File: src/design/lsl_cfg.svh
// Offsets, field positions, reset values and timing figures of the status indicator block
`ifndef LSL_CFG_SVH
`define LSL_CFG_SVH

`define LSL_ADDR_W 18
`define LSL_CTL_IDX 16'h40c0
`define LSL_COM_IDX 16'h40c1
`define LSL_BLC_IDX 16'h40c2
`define LSL_STS_IDX 16'h40c3
`define LSL_CTL_ADDR ({`LSL_CTL_IDX, 2'b00})
`define LSL_COM_ADDR ({`LSL_COM_IDX, 2'b00})
`define LSL_BLC_ADDR ({`LSL_BLC_IDX, 2'b00})
`define LSL_STS_ADDR ({`LSL_STS_IDX, 2'b00})

`define LSL_B_OVR_EN 15
`define LSL_B_PAT_HI 14
`define LSL_B_PAT_LO 13
`define LSL_B_TRF_IND 12
`define LSL_B_FDX_LIT 11
`define LSL_B_HDX_LIT 10
`define LSL_B_TX_BLK 9
`define LSL_B_RX_BLK 8
`define LSL_B_TX_LIT 7
`define LSL_B_RX_LIT 6
`define LSL_B_FAST_LIT 5
`define LSL_B_SLOW_LIT 4
`define LSL_B_COL_BLK 3
`define LSL_B_FAST_BLK 2
`define LSL_B_SLOW_BLK 1
`define LSL_B_NEG_LIT 0
`define LSL_CTL_RST 16'h0311

`define LSL_B_REV_DUTY 9
`define LSL_B_COL_SEL 6
`define LSL_COM_RST 16'h0040
`define LSL_COM_MASK 16'h0240

`define LSL_BLC_SEL1_HI 11
`define LSL_BLC_SEL1_LO 8
`define LSL_BLC_SEL2_HI 7
`define LSL_BLC_SEL2_LO 4
`define LSL_BLC_RST 16'hecf0
`define LSL_BLC_MASK 16'hfff0

`define LSL_CLK_HZ 250000000
`define LSL_MS_PER_S 1000
`define LSL_ACT_LIT_MS 10

`endif

File: src/design/lsl_pkg.sv
// Types shared by the status indicator block
package lsl_pkg;
	typedef enum logic [1:0] {
		LSL_PAT_DARK = 2'b00,
		LSL_PAT_LIT = 2'b01,
		LSL_PAT_BLINK1 = 2'b10,
		LSL_PAT_BLINK2 = 2'b11
	} lsl_pattern_t;
endpackage

File: src/design/lsl_blink_if.sv
// Link between indicator control and blink generator
`timescale 1ns/1ps
`default_nettype none
interface lsl_blink_if;
	logic [1:0][3:0] sel;
	logic reverse;
	logic [1:0] wave;
	logic ms_tick;
	modport ctrl (output sel, output reverse, input wave, input ms_tick);
	modport gen (input sel, input reverse, output wave, output ms_tick);
endinterface
`default_nettype wire

File: src/design/lsl_blink_gen.sv
// Millisecond divider and the two blink waveforms
`timescale 1ns/1ps
`default_nettype none
`include "lsl_cfg.svh"
module lsl_blink_gen #(
	parameter int MS_CYCLES = `LSL_CLK_HZ / `LSL_MS_PER_S
) (
	input wire logic pclk,
	input wire logic presetn,
	lsl_blink_if.gen bif
);
	localparam int DIV_W = $clog2(MS_CYCLES);

	// Period in ms above, dark part in ms below
	function automatic logic [23:0] blink_table(input logic [3:0] s);
		logic [23:0] t;
		t = {14'd100, 10'd50};
		case (s)
			4'h0: t = {14'd10000, 10'd600};
			4'h1: t = {14'd9400, 10'd658};
			4'h2: t = {14'd8000, 10'd640};
			4'h3: t = {14'd7400, 10'd666};
			4'h4: t = {14'd6000, 10'd660};
			4'h5: t = {14'd4000, 10'd320};
			4'h6: t = {14'd4000, 10'd320};
			4'h7: t = {14'd3000, 10'd330};
			4'h8: t = {14'd2000, 10'd320};
			4'h9: t = {14'd1000, 10'd160};
			4'ha: t = {14'd500, 10'd250};
			4'hb: t = {14'd333, 10'd166};
			4'hc: t = {14'd250, 10'd125};
			4'hd: t = {14'd166, 10'd83};
			4'he: t = {14'd125, 10'd62};
			4'hf: t = {14'd100, 10'd50};
			default: t = {14'd100, 10'd50};
		endcase
		return t;
	endfunction

	logic [DIV_W-1:0] div_reg, div_next;
	logic tick_reg, tick_next;

	always_comb
	begin
		tick_next = 1'b0;
		div_next = div_reg + DIV_W'(1);
		if (div_reg == DIV_W'(MS_CYCLES - 1))
		begin
			div_next = '0;
			tick_next = 1'b1;
		end
	end

	always_ff @(posedge pclk or negedge presetn)
	begin
		if (!presetn)
		begin
			div_reg <= '0;
			tick_reg <= 1'b0;
		end
		else
		begin
			div_reg <= div_next;
			tick_reg <= tick_next;
		end
	end

	assign bif.ms_tick = tick_reg;

	for (genvar m = 0; m < 2; m++)
	begin : g_mode
		logic [13:0] cnt_reg, cnt_next;
		logic wave_reg, wave_next;
		logic [23:0] tab;

		always_comb
		begin
			tab = blink_table(bif.sel[m]);
			cnt_next = cnt_reg;
			// A shrunken period wraps on the next ms tick instead of running out the old count
			if (tick_reg)
				cnt_next = (cnt_reg >= tab[23:10] - 14'd1) ? 14'd0 : cnt_reg + 14'd1;
			if (bif.reverse)
				wave_next = cnt_reg < {4'h0, tab[9:0]};
			else
				wave_next = cnt_reg >= {4'h0, tab[9:0]};
		end

		always_ff @(posedge pclk or negedge presetn)
		begin
			if (!presetn)
			begin
				cnt_reg <= 14'd0;
				wave_reg <= 1'b0;
			end
			else
			begin
				cnt_reg <= cnt_next;
				wave_reg <= wave_next;
			end
		end

		assign bif.wave[m] = wave_reg;
	end
endmodule // lsl_blink_gen
`default_nettype wire

File: src/design/lsl_indicator_ctrl.sv
// Status indicator controller with its APB register file
//
// The APB interface to the registers was chosen for this implementation.
`timescale 1ns/1ps
`default_nettype none
`include "lsl_cfg.svh"
module lsl_indicator_ctrl #(
	parameter int MS_CYCLES = `LSL_CLK_HZ / `LSL_MS_PER_S
) (
	input wire logic pclk,
	input wire logic presetn,
	input wire logic psel,
	input wire logic penable,
	input wire logic pwrite,
	input wire logic [`LSL_ADDR_W-1:0] paddr,
	input wire logic [31:0] pwdata,
	output logic [31:0] prdata,
	output logic pready,
	output logic pslverr,
	input wire logic link_up,
	input wire logic full_duplex,
	input wire logic speed_100,
	input wire logic tx_active,
	input wire logic rx_active,
	input wire logic collision,
	input wire logic phy_active,
	input wire logic aneg_link_check,
	output logic indicator
);
	logic [15:0] ctl_reg, ctl_next;
	logic [15:0] com_reg, com_next;
	logic [15:0] blc_reg, blc_next;
	logic [31:0] prdata_reg, prdata_next;
	logic pready_reg, pready_next;
	logic pslverr_reg, pslverr_next;
	logic [3:0] act_cnt_reg, act_cnt_next;
	logic indicator_reg, indicator_next;
	logic blink_act_reg, blink_act_next;
	logic [15:0] sts;
	logic setup;
	logic wr;

	lsl_blink_if bif ();

	lsl_blink_gen #(
		.MS_CYCLES(MS_CYCLES)
	) u_blink (
		.pclk(pclk),
		.presetn(presetn),
		.bif(bif.gen)
	);

	assign bif.sel[0] = blc_reg[`LSL_BLC_SEL1_HI:`LSL_BLC_SEL1_LO];
	assign bif.sel[1] = blc_reg[`LSL_BLC_SEL2_HI:`LSL_BLC_SEL2_LO];
	assign bif.reverse = com_reg[`LSL_B_REV_DUTY];

	assign setup = psel & ~penable;
	assign wr = psel & penable & pwrite & pready_reg & ~pslverr_reg;
	assign sts = {8'h00, aneg_link_check, phy_active, speed_100, full_duplex,
		link_up, act_cnt_reg != 4'h0, blink_act_reg, indicator_reg};

	// Register file; answer always comes one cycle after setup
	always_comb
	begin
		ctl_next = ctl_reg;
		com_next = com_reg;
		blc_next = blc_reg;
		prdata_next = prdata_reg;
		pready_next = setup;
		pslverr_next = 1'b0;
		if (setup)
		begin
			case (paddr)
				`LSL_CTL_ADDR: prdata_next = {16'h0000, ctl_reg};
				`LSL_COM_ADDR: prdata_next = {16'h0000, com_reg};
				`LSL_BLC_ADDR: prdata_next = {16'h0000, blc_reg};
				`LSL_STS_ADDR: prdata_next = {16'h0000, sts};
				default:
				begin
					prdata_next = 32'h0000_0000;
					pslverr_next = 1'b1;
				end
			endcase
		end
		if (wr)
		begin
			case (paddr)
				`LSL_CTL_ADDR: ctl_next = pwdata[15:0];
				`LSL_COM_ADDR: com_next = pwdata[15:0] & `LSL_COM_MASK;
				`LSL_BLC_ADDR: blc_next = pwdata[15:0] & `LSL_BLC_MASK;
				default: ctl_next = ctl_reg;
			endcase
		end
	end

	always_ff @(posedge pclk or negedge presetn)
	begin
		if (!presetn)
		begin
			ctl_reg <= `LSL_CTL_RST;
			com_reg <= `LSL_COM_RST;
			blc_reg <= `LSL_BLC_RST;
			prdata_reg <= 32'h0000_0000;
			pready_reg <= 1'b0;
			pslverr_reg <= 1'b0;
		end
		else
		begin
			ctl_reg <= ctl_next;
			com_reg <= com_next;
			blc_reg <= blc_next;
			prdata_reg <= prdata_next;
			pready_reg <= pready_next;
			pslverr_reg <= pslverr_next;
		end
	end

	// Indicator decision
	logic act_hit, steady, tx_blk, rx_blk, trf_blk, col_blk, fast_blk, slow_blk;
	logic blink_wave, steady_out;
	lsl_pkg::lsl_pattern_t pat;

	always_comb
	begin
		pat = lsl_pkg::lsl_pattern_t'(ctl_reg[`LSL_B_PAT_HI:`LSL_B_PAT_LO]);
		act_hit = link_up & ((ctl_reg[`LSL_B_TX_LIT] & tx_active)
			| (ctl_reg[`LSL_B_RX_LIT] & rx_active));
		act_cnt_next = act_cnt_reg;
		// One extra tick since the first one may land right away
		if (act_hit)
			act_cnt_next = 4'(`LSL_ACT_LIT_MS + 1);
		else if (bif.ms_tick && act_cnt_reg != 4'h0)
			act_cnt_next = act_cnt_reg - 4'h1;
		steady = (ctl_reg[`LSL_B_FDX_LIT] & link_up & full_duplex)
			| (ctl_reg[`LSL_B_HDX_LIT] & link_up & ~full_duplex)
			// Stretch ends with the link, so a dropped link goes dark at once
			| act_hit | (link_up & (act_cnt_reg != 4'h0))
			| (ctl_reg[`LSL_B_FAST_LIT] & link_up & speed_100)
			| (ctl_reg[`LSL_B_SLOW_LIT] & link_up & ~speed_100);
		steady_out = steady;
		if (phy_active & aneg_link_check)
			steady_out = ctl_reg[`LSL_B_NEG_LIT];
		tx_blk = ctl_reg[`LSL_B_TX_BLK] & link_up & tx_active;
		rx_blk = ctl_reg[`LSL_B_RX_BLK] & link_up & rx_active;
		trf_blk = (tx_blk | rx_blk) & (ctl_reg[`LSL_B_TRF_IND] | steady_out);
		col_blk = ctl_reg[`LSL_B_COL_BLK] & link_up & collision;
		fast_blk = ctl_reg[`LSL_B_FAST_BLK] & link_up & speed_100;
		slow_blk = ctl_reg[`LSL_B_SLOW_BLK] & link_up & ~speed_100;
		blink_act_next = trf_blk | col_blk | fast_blk | slow_blk;
		if (trf_blk)
			blink_wave = bif.wave[1];
		else if (col_blk)
			blink_wave = com_reg[`LSL_B_COL_SEL] ? bif.wave[1] : bif.wave[0];
		else
			blink_wave = bif.wave[0];
		if (ctl_reg[`LSL_B_OVR_EN])
		begin
			case (pat)
				lsl_pkg::LSL_PAT_BLINK2: indicator_next = bif.wave[1];
				lsl_pkg::LSL_PAT_BLINK1: indicator_next = bif.wave[0];
				lsl_pkg::LSL_PAT_LIT: indicator_next = 1'b1;
				default: indicator_next = 1'b0;
			endcase
		end
		else if (blink_act_next)
			indicator_next = blink_wave;
		else
			indicator_next = steady_out;
	end

	always_ff @(posedge pclk or negedge presetn)
	begin
		if (!presetn)
		begin
			act_cnt_reg <= 4'h0;
			indicator_reg <= 1'b0;
			blink_act_reg <= 1'b0;
		end
		else
		begin
			act_cnt_reg <= act_cnt_next;
			indicator_reg <= indicator_next;
			blink_act_reg <= blink_act_next;
		end
	end

	assign prdata = prdata_reg;
	assign pready = pready_reg;
	assign pslverr = pslverr_reg;
	assign indicator = indicator_reg;
endmodule // lsl_indicator_ctrl
`default_nettype wire

File: config.mk
export PLATFORM = sky130hd
export DESIGN_NAME = lsl_indicator_ctrl
export DESIGN_NICKNAME = d
export VERILOG_FILES = /design/src/design/lsl_pkg.sv /design/src/design/lsl_blink_if.sv /design/src/design/lsl_blink_gen.sv /design/src/design/lsl_indicator_ctrl.sv
export VERILOG_INCLUDE_DIRS = /design/src /design/src/design
export SDC_FILE = /design/constraint.sdc
export NUM_CORES = 1
export LEC_CHECK = 0
export BUFFER_PORTS_ARGS = -buffer_cell sky130_fd_sc_hd__buf_2
export CORE_MARGIN = 3
export CORE_UTILIZATION = 47
export DETAILED_ROUTE_END_ITERATION = 12
export HOLD_SLACK_MARGIN = 0.05
export PLACE_DENSITY_LB_ADDON = 0.2
export RECOVER_POWER = 50
export SKIP_LAST_GASP = 1
export SYNTH_ARGS = -nofsm -noshare
export SYNTH_HDL_FRONTEND = slang
export SYNTH_HIERARCHICAL = 1
export SYNTH_SLANG_ARGS = --single-unit
File: constraint.sdc
create_clock -name pclk -period 3.8 [get_ports pclk]
set_input_delay 0.38 -clock pclk [delete_from_list [all_inputs] [get_ports pclk]]
set_output_delay 0.38 -clock pclk [all_outputs]
set_load 0.05 [all_outputs]
Word-level counts from Yosys, hierarchy flattened
Memory sizes are Yosys's and may differ from the RTL's.
Index checks and enable logic that the tools add are counted.
Widths: inputs -> output; s select.
- register bits: 119
- bits in latches: 0
- memory bits (writable): 0
- ROM bits: 768
- input bits: 63
- output and inout port bits: 35
- logic and storage cells: 106
- memories kept: 2
- memories (name ; words ; width ; read ports ; clocked after Yosys merged registers in ; wr ports ; RTL line ; text):
    (no name shown) ; 16 ; 24 ; 1 ; 0 ; 0 ; lsl_blink_gen.sv:18 ; case (s)
    (no name shown) ; 16 ; 24 ; 1 ; 0 ; 0 ; lsl_blink_gen.sv:18 ;
- add/sub/neg operators: 6
- multiply operators: 0
- divide/modulo/power cells: 0
- order comparisons: 6
- equality and inequality tests: 8
- shift operators: 0
- multiplexer cells: 18
- bitwise operators: 44
- reductions and logical operators: 7
- operators with widths (cell ; number):
    $eq 18x17->1 const B ; 4
    $pmux 16 s4 ; 1
    $and 1x1->1 ; 29
    $add 14x1->14 const B ; 2
    $ge 14x10->1 ; 2
    $ge 14x14->1 ; 2
    $lt 14x10->1 ; 2
    $mux 14 ; 2
    $sub 14x1->14 const B ; 2
    $add 18x1->18 const B ; 1
    $eq 18x18->1 const B ; 1
    $mux 18 ; 1
    $mux 1 ; 11
    $or 1x1->1 ; 11
    $mux 4 ; 2
    $reduce_and 2->1 ; 3
    $eq 2x2->1 const B ; 2
    $not 1->1 ; 4
    $reduce_bool 4->1 ; 1
    $reduce_or 4->1 ; 1
    $sub 4x1->4 const B ; 1
    $pmux 1 s3 ; 1
    $eq 2x1->1 const B ; 1
    $reduce_bool 2->1 ; 1
    $logic_and 1x1->1 ; 1

Depth between registers and ports, before layout
- depth after elaboration: 15
- depth in mapped cells: 16
- depth with buffers taken out: 15

Modules after synthesis
The synthesis kept the hierarchy.
- by module, submodules not included (module ; instances ; cells an instance ; area an instance (µm²) ; sequential area each (µm²)):
    lsl_blink_gen ; 1 ; 519 ; 4335.4 ; 1226.2
    lsl_indicator_ctrl ; 1 ; 220 ; 2636.3 ; 1368.8

Worst setup path after synthesis
No wires, ideal clock.
- path kind: reg-to-reg
- start point: reg blc_reg[8]
- end point: reg u_blink.g_mode[0].cnt_reg[8]
- setup time: 0.069 ns
- arrival time: 3.081 ns
- data required time: 3.731 ns
- path slack: 0.650 ns
- stages on the path, launching flop included: 15
- buffers on the path: 1
- clock period less this slack: 3.150 ns
- path through: dfrtp_1 inv_1 ha_1 or3_1 a31oi_1 nand2_1 nor2_1 xor2_1 ha_1 a21oi_1 a21oi_1 o31a_4 and2_4 buf_6 nor2_2
- longest elaborated chain between the ends: 4
- ends and longest elaborated chain (element ; RTL line ; text):
    start: declaration ; lsl_indicator_ctrl.sv:32 ; logic [15:0] blc_reg, blc_next;
    start signal: assignment ; lsl_indicator_ctrl.sv:102 ; blc_reg <= `LSL_BLC_RST;
    start signal: assignment ; lsl_indicator_ctrl.sv:111 ; blc_reg <= blc_next;
    $mem_v2 16x24 ; - ;
    $sub 14x1->14 ; lsl_blink_gen.sv:82 ; cnt_next = (cnt_reg >= tab[23:10] - 14'd1) ? 14'd0 : cnt_reg + 14'd1;
    $ge 14x14->1 ; lsl_blink_gen.sv:82 ;
    $mux 14 ; lsl_blink_gen.sv:82 ;
    end signal: assignment ; lsl_blink_gen.sv:98 ; cnt_reg <= cnt_next;
    end: declaration ; lsl_blink_gen.sv:72 ; logic [13:0] cnt_reg, cnt_next;
Every way passes these cells.
A chain may end at the register's enable or synchronous reset.

Worst setup path after layout
- start point: reg blc_reg[5]
- end point: reg u_blink.g_mode[1].cnt_reg[13]
- longest elaborated chain between the ends: 4
- ends and longest elaborated chain (element ; RTL line):
    $mem_v2 16x24 ; -
    $sub 14x1->14 ; lsl_blink_gen.sv:82
    $ge 14x14->1 ; lsl_blink_gen.sv:82
    $mux 14 ; lsl_blink_gen.sv:82
    end signal: assignment ; lsl_blink_gen.sv:98
    end: declaration ; lsl_blink_gen.sv:72
Every way passes these cells.

==> impl_table.tex <==
\begin{tabular}{lr}
\hline
Metric & Value \\
\hline
\multicolumn{2}{l}{\textbf{Cells and area}} \\
\quad Number of filler cells placed in the layout & 1284 \\
\quad Area used by multi-input combinational logic & 4041 um2 \\
\quad Inserted Diodes & 0 \\
\quad Area taken by flip-flops and latches & 2595 um2 \\
\quad Net count reported at finish & 929 \\
\quad Max FFs per register & 28 \\
\quad Signed area change from the synthesized netlist to the final layout & 10.77\% \\
\quad Ratio of cells with drive above 1 in the final layout & 18.59\% \\
\multicolumn{2}{l}{\textbf{Synth}} \\
\quad Synthesized cell area & 6972 um2 \\
\quad Proportion of netlist area held by the largest area contributor & 31.95\% \\
\quad Distinct cell type count of the synthesized netlist & 73 \\
\quad Async S/R FF share, synth & 100.0\% \\
\quad Number of warnings issued by yosys & 6 \\
\quad Dominant cells by area after synthesis & sky130\_fd\_sc\_hd\_\_dfrtp\_1, sky130\_fd\_sc\_hd\_\_ha\_1, sky130\_fd\_sc\_hd\_\_dfstp\_2 \\
\quad Number of flops mapped to enable cells by yosys & 0 \\
\quad Synthesized netlist cell count & 739 \\
\quad Synth area leader & sky130\_fd\_sc\_hd\_\_dfrtp\_1 \\
\quad Post-synthesis sequential area ratio & 37.22\% \\
\quad Mapped Avg Cell Area & 9.434 um2 \\
\quad Flip-flop and latch count after synthesis & 103 \\
\quad Dominant register cell in the synthesized netlist & sky130\_fd\_sc\_hd\_\_dfrtp\_1 \\
\multicolumn{2}{l}{\textbf{Timing}} \\
\quad Pins Over Slew Limit & 82 \\
\quad Total negative slack for setup checks & 0 ps \\
\quad Final period demand of the worst path & 3462 ps \\
\quad Period Utilization, post-route & 91.11\% \\
\quad Worst-Margin Slew & 2001 ps \\
\quad Highest attainable clock frequency & 288.8 MHz \\
\quad Hold Vio Cnt, Final & 0 \\
\quad Normalized max-slew margin & -33.41\% \\
\quad Final setup violating endpoints & 0 \\
\quad Final Hold Slack & 266.6 ps \\
\quad Unrepaired setup endpoints after global routing & no \\
\quad Final worst clock skew & 9.834 ps \\
\multicolumn{2}{l}{\textbf{Placement}} \\
\quad Port bufs & 65 \\
\quad Final HPWL DP & 11980 um \\
\quad Gpl congestion & 0.8755 \\
\multicolumn{2}{l}{\textbf{Worst setup path}} \\
\quad Category of the worst setup path capture point & flip-flop \\
\quad Data arrival time of the critical path & 3740 ps \\
\quad Type of origin of the critical path & flip-flop \\
\quad Worst setup slack for register-to-register paths & 340 ps \\
\quad Required time of the worst setup path & 4070 ps \\
\quad Worst Path Max Fanout & 9 \\
\quad Category of the critical setup timing path & flip-flop to flip-flop \\
\multicolumn{2}{l}{\textbf{CTS}} \\
\quad CTS H-tree lvls & 3 \\
\quad CTS tree & built \\
\quad Clock transition at the register clock pins on the worst setup and hold paths after CTS & 70 ps \\
\quad Clock insertion delay at the later pin of the skew report & 340 ps \\
\quad Clock root buffer & sky130\_fd\_sc\_hd\_\_clkbuf\_16 \\
\quad TritonCTS Sinks & 103 \\
\quad Hold-fix buffers, CTS & 0 \\
\quad Cts bufs inserted & 9 \\
\quad Maximum clock path buffer count & 2 \\
\multicolumn{2}{l}{\textbf{Detailed routing}} \\
\quad Count of unresolved DRC violations after routing & 0 \\
\quad Number of violations reported at the end of detailed-routing iteration 0 & 521 \\
\quad Via density & 5.832 \\
\quad Number of nets still failing antenna checks after routing & 0 \\
\quad Average wire per cell in the routed design & 16.07 um \\
\quad Final wirelength & 15870 um \\
\quad Via count & 5756 \\
\quad Initial DRT Pass Iterations & 5 \\
\multicolumn{2}{l}{\textbf{Status}} \\
\quad Outcome & complete, but fails checks \\
\quad Violations in the final reports & capacitance limit, slew limit \\
\multicolumn{2}{l}{\textbf{Min path}} \\
\quad Worst min-delay path class & input port to flip-flop \\
\multicolumn{2}{l}{\textbf{Die}} \\
\quad Row cnt & 43 \\
\quad Top Ports & 98 \\
\quad Die height & 127.8 um \\
\quad Core region area & 14200 um2 \\
\quad X dimension of the die & 127.8 um \\
\quad Initial core utilization & 49.08\% \\
\quad Overall die area & 16330 um2 \\
\multicolumn{2}{l}{\textbf{Pwr}} \\
\quad Peak supply drop & 0.0002192 V \\
\quad Leakage power & 3.766 nW \\
\quad Power density over cell area & 276.6 nW/um2 \\
\multicolumn{2}{l}{\textbf{Global route}} \\
\quad Number of antenna violations at the first check in global routing & 0 \\
\quad Wire length of the first global-routing pass & 26840 um \\
\quad Vias in the first global route & 5653 \\
\quad All-Layer GR Usage & 19.94\% \\
\quad GRT Residual Overflow & 0 \\
\quad Maximum number of pins on one net before global-route repair & 82 \\
\multicolumn{2}{l}{\textbf{Job}} \\
\quad Number of max-cap violations & 1 \\
\hline
\end{tabular}
## per-layer routing
layer  share of wire (%)  up-vias  routed length, um  GRT usage [%]
met4                 1.5        0                238          5.556
met3                 6.7       21               1059          3.833
li1                    -     2752                  -              -
met2                  48      220               7571          33.76
met5                   0        -                  0              0
met1                  44     2763               6994          26.10
## cells by family (layout without fill, tap and decap cells)
group / after synthesis / count (layout) / share of synthesized area [%]
AND/OR/NAND/NOR: 256 / 256 / 19.04
AO/OA/AOI/OAI: 153 / 153 / 14.84
flip-flops: 103 / 103 / 37.22
buffers and inverters: 81 / 134 / 5.653
adder cells (fa/ha/maj): 64 / 64 / 11.49
multiplexers: 42 / 42 / 6.802
XOR/XNOR: 39 / 39 / 4.899
other: 1 / 16 / 0.05379
## synthesized netlist by cell type (5+ instances only)
cell                        n
sky130_fd_sc_hd__dfrtp_1   89
sky130_fd_sc_hd__nand2_1   76
sky130_fd_sc_hd__ha_1      64
sky130_fd_sc_hd__nor2_1    52
sky130_fd_sc_hd__inv_1     40
sky130_fd_sc_hd__o21ai_0   40
sky130_fd_sc_hd__a21oi_1   33
sky130_fd_sc_hd__mux2_2    25
sky130_fd_sc_hd__nand3_1   25
sky130_fd_sc_hd__xor2_1    23
sky130_fd_sc_hd__buf_4     19
sky130_fd_sc_hd__nand4_1   19
sky130_fd_sc_hd__xnor2_1   16
sky130_fd_sc_hd__clkbuf_1  15
sky130_fd_sc_hd__nor2b_1   15
sky130_fd_sc_hd__and3_1    14
sky130_fd_sc_hd__dfstp_2   14
sky130_fd_sc_hd__a22o_1    12
sky130_fd_sc_hd__a31oi_1   10
sky130_fd_sc_hd__nor3_1    10
sky130_fd_sc_hd__mux2_1     8
sky130_fd_sc_hd__mux2i_1    8
sky130_fd_sc_hd__o31ai_1    8
sky130_fd_sc_hd__a222oi_1   7
sky130_fd_sc_hd__nand2b_1   7
sky130_fd_sc_hd__nor2_2     7
sky130_fd_sc_hd__and2_1     5
## worst max-delay path, stage by stage (launching register included)
cell	delay, ps
sky130_fd_sc_hd__dfstp_2	620
sky130_fd_sc_hd__inv_1	140
sky130_fd_sc_hd__ha_1	330
sky130_fd_sc_hd__nand2_1	60
sky130_fd_sc_hd__o211a_1	140
sky130_fd_sc_hd__a31oi_1	260
sky130_fd_sc_hd__nand3_1	150
sky130_fd_sc_hd__nor2_1	130
sky130_fd_sc_hd__xnor2_1	140
sky130_fd_sc_hd__ha_1	260
sky130_fd_sc_hd__and3_1	180
sky130_fd_sc_hd__a221oi_1	310
sky130_fd_sc_hd__o31ai_2	100
sky130_fd_sc_hd__buf_4	160
sky130_fd_sc_hd__and2_1	240
sky130_fd_sc_hd__nor2_1	150
## layout make-up
cell class	instances	share of cell area, %
clock buffers	13	3.240
clock inverters	3	0.5995
inverters	40	1.944
multi-input cells	570	52.33
flip-flops and latches	103	33.60
well taps	180	2.916
repair buffers	78	5.363
## placed cells by master, fill, tap and decap left out, drive strengths merged, types with 4 or more instances in the layout
cell and instances:
a31oi 10, inv 40, nand2b 7, o31ai 9, mux2i 8, nor2b 15
xnor2 16, a21o 4, conb 16, mux2 33, xor2 23, nor2 60
and3 14, a222oi 7, a22oi 4, and2 6, a21oi 33, nand4 20
nor3 11, nor4 7, a22o 12, nand2 76, ha 64, clkbuf 19
nand3 25, dfstp 14, dfrtp 89, o21ai 41, buf 72, a211oi 4
## power by group
| group | switching [W] | internal, W | leakage [nW] |
|---|---|---|---|
| logic | 0.0000917 | 0.0000258 | 2.28 |
| clock network | 0.000388 | 0.000531 | 0.140 |
| registers | 0.000000882 | 0.00110 | 1.34 |
## final timing paths
| kind | from | end | depth (start not counted) |
|---|---|---|---|
| max | blc_reg[5] | u_blink/g_mode[1].cnt_reg[13] | 15 |
| min | pwdata[3] | ctl_reg[3] | 2 |
| max reg2reg | blc_reg[5] | u_blink/g_mode[1].cnt_reg[13] | 15 |
| min reg2reg | prdata[5] | prdata[5] | 2 |
| max in group asynchronous | presetn | ctl_reg[11] | 2 |
| min in group asynchronous | presetn | ctl_reg[5] | 1 |
## what timing repair did
| action | CTS | global route |
|---|---|---|
| buffers inserted | 0 | 1 |
| gates resized for setup | 0 | 1 |
| setup endpoints to repair | 0 | 9 |
## per-stage QoR
stage | cell area [um2] | total power [W] | cells | util (%) | setup slack (ps)
6_report | 7722 | 0.002136 | 987 | 54.37 | 337.9
5_1_grt | 7722 | 0.002218 | 987 | 54.37 | 10.72
4_1_cts | 7724 | 0.002168 | 986 | 54.38 | 324.9
3_5_place_dp | 7427 | 0.001240 | 970 | 52.29 | 345.0
3_3_place_gp | 7427 | 0.001237 | 970 | 52.29 | 346.7
2_1_floorplan | 7028 | 0.001193 | 754 | - | 650.2
Power figures use the tool's default switching activity.
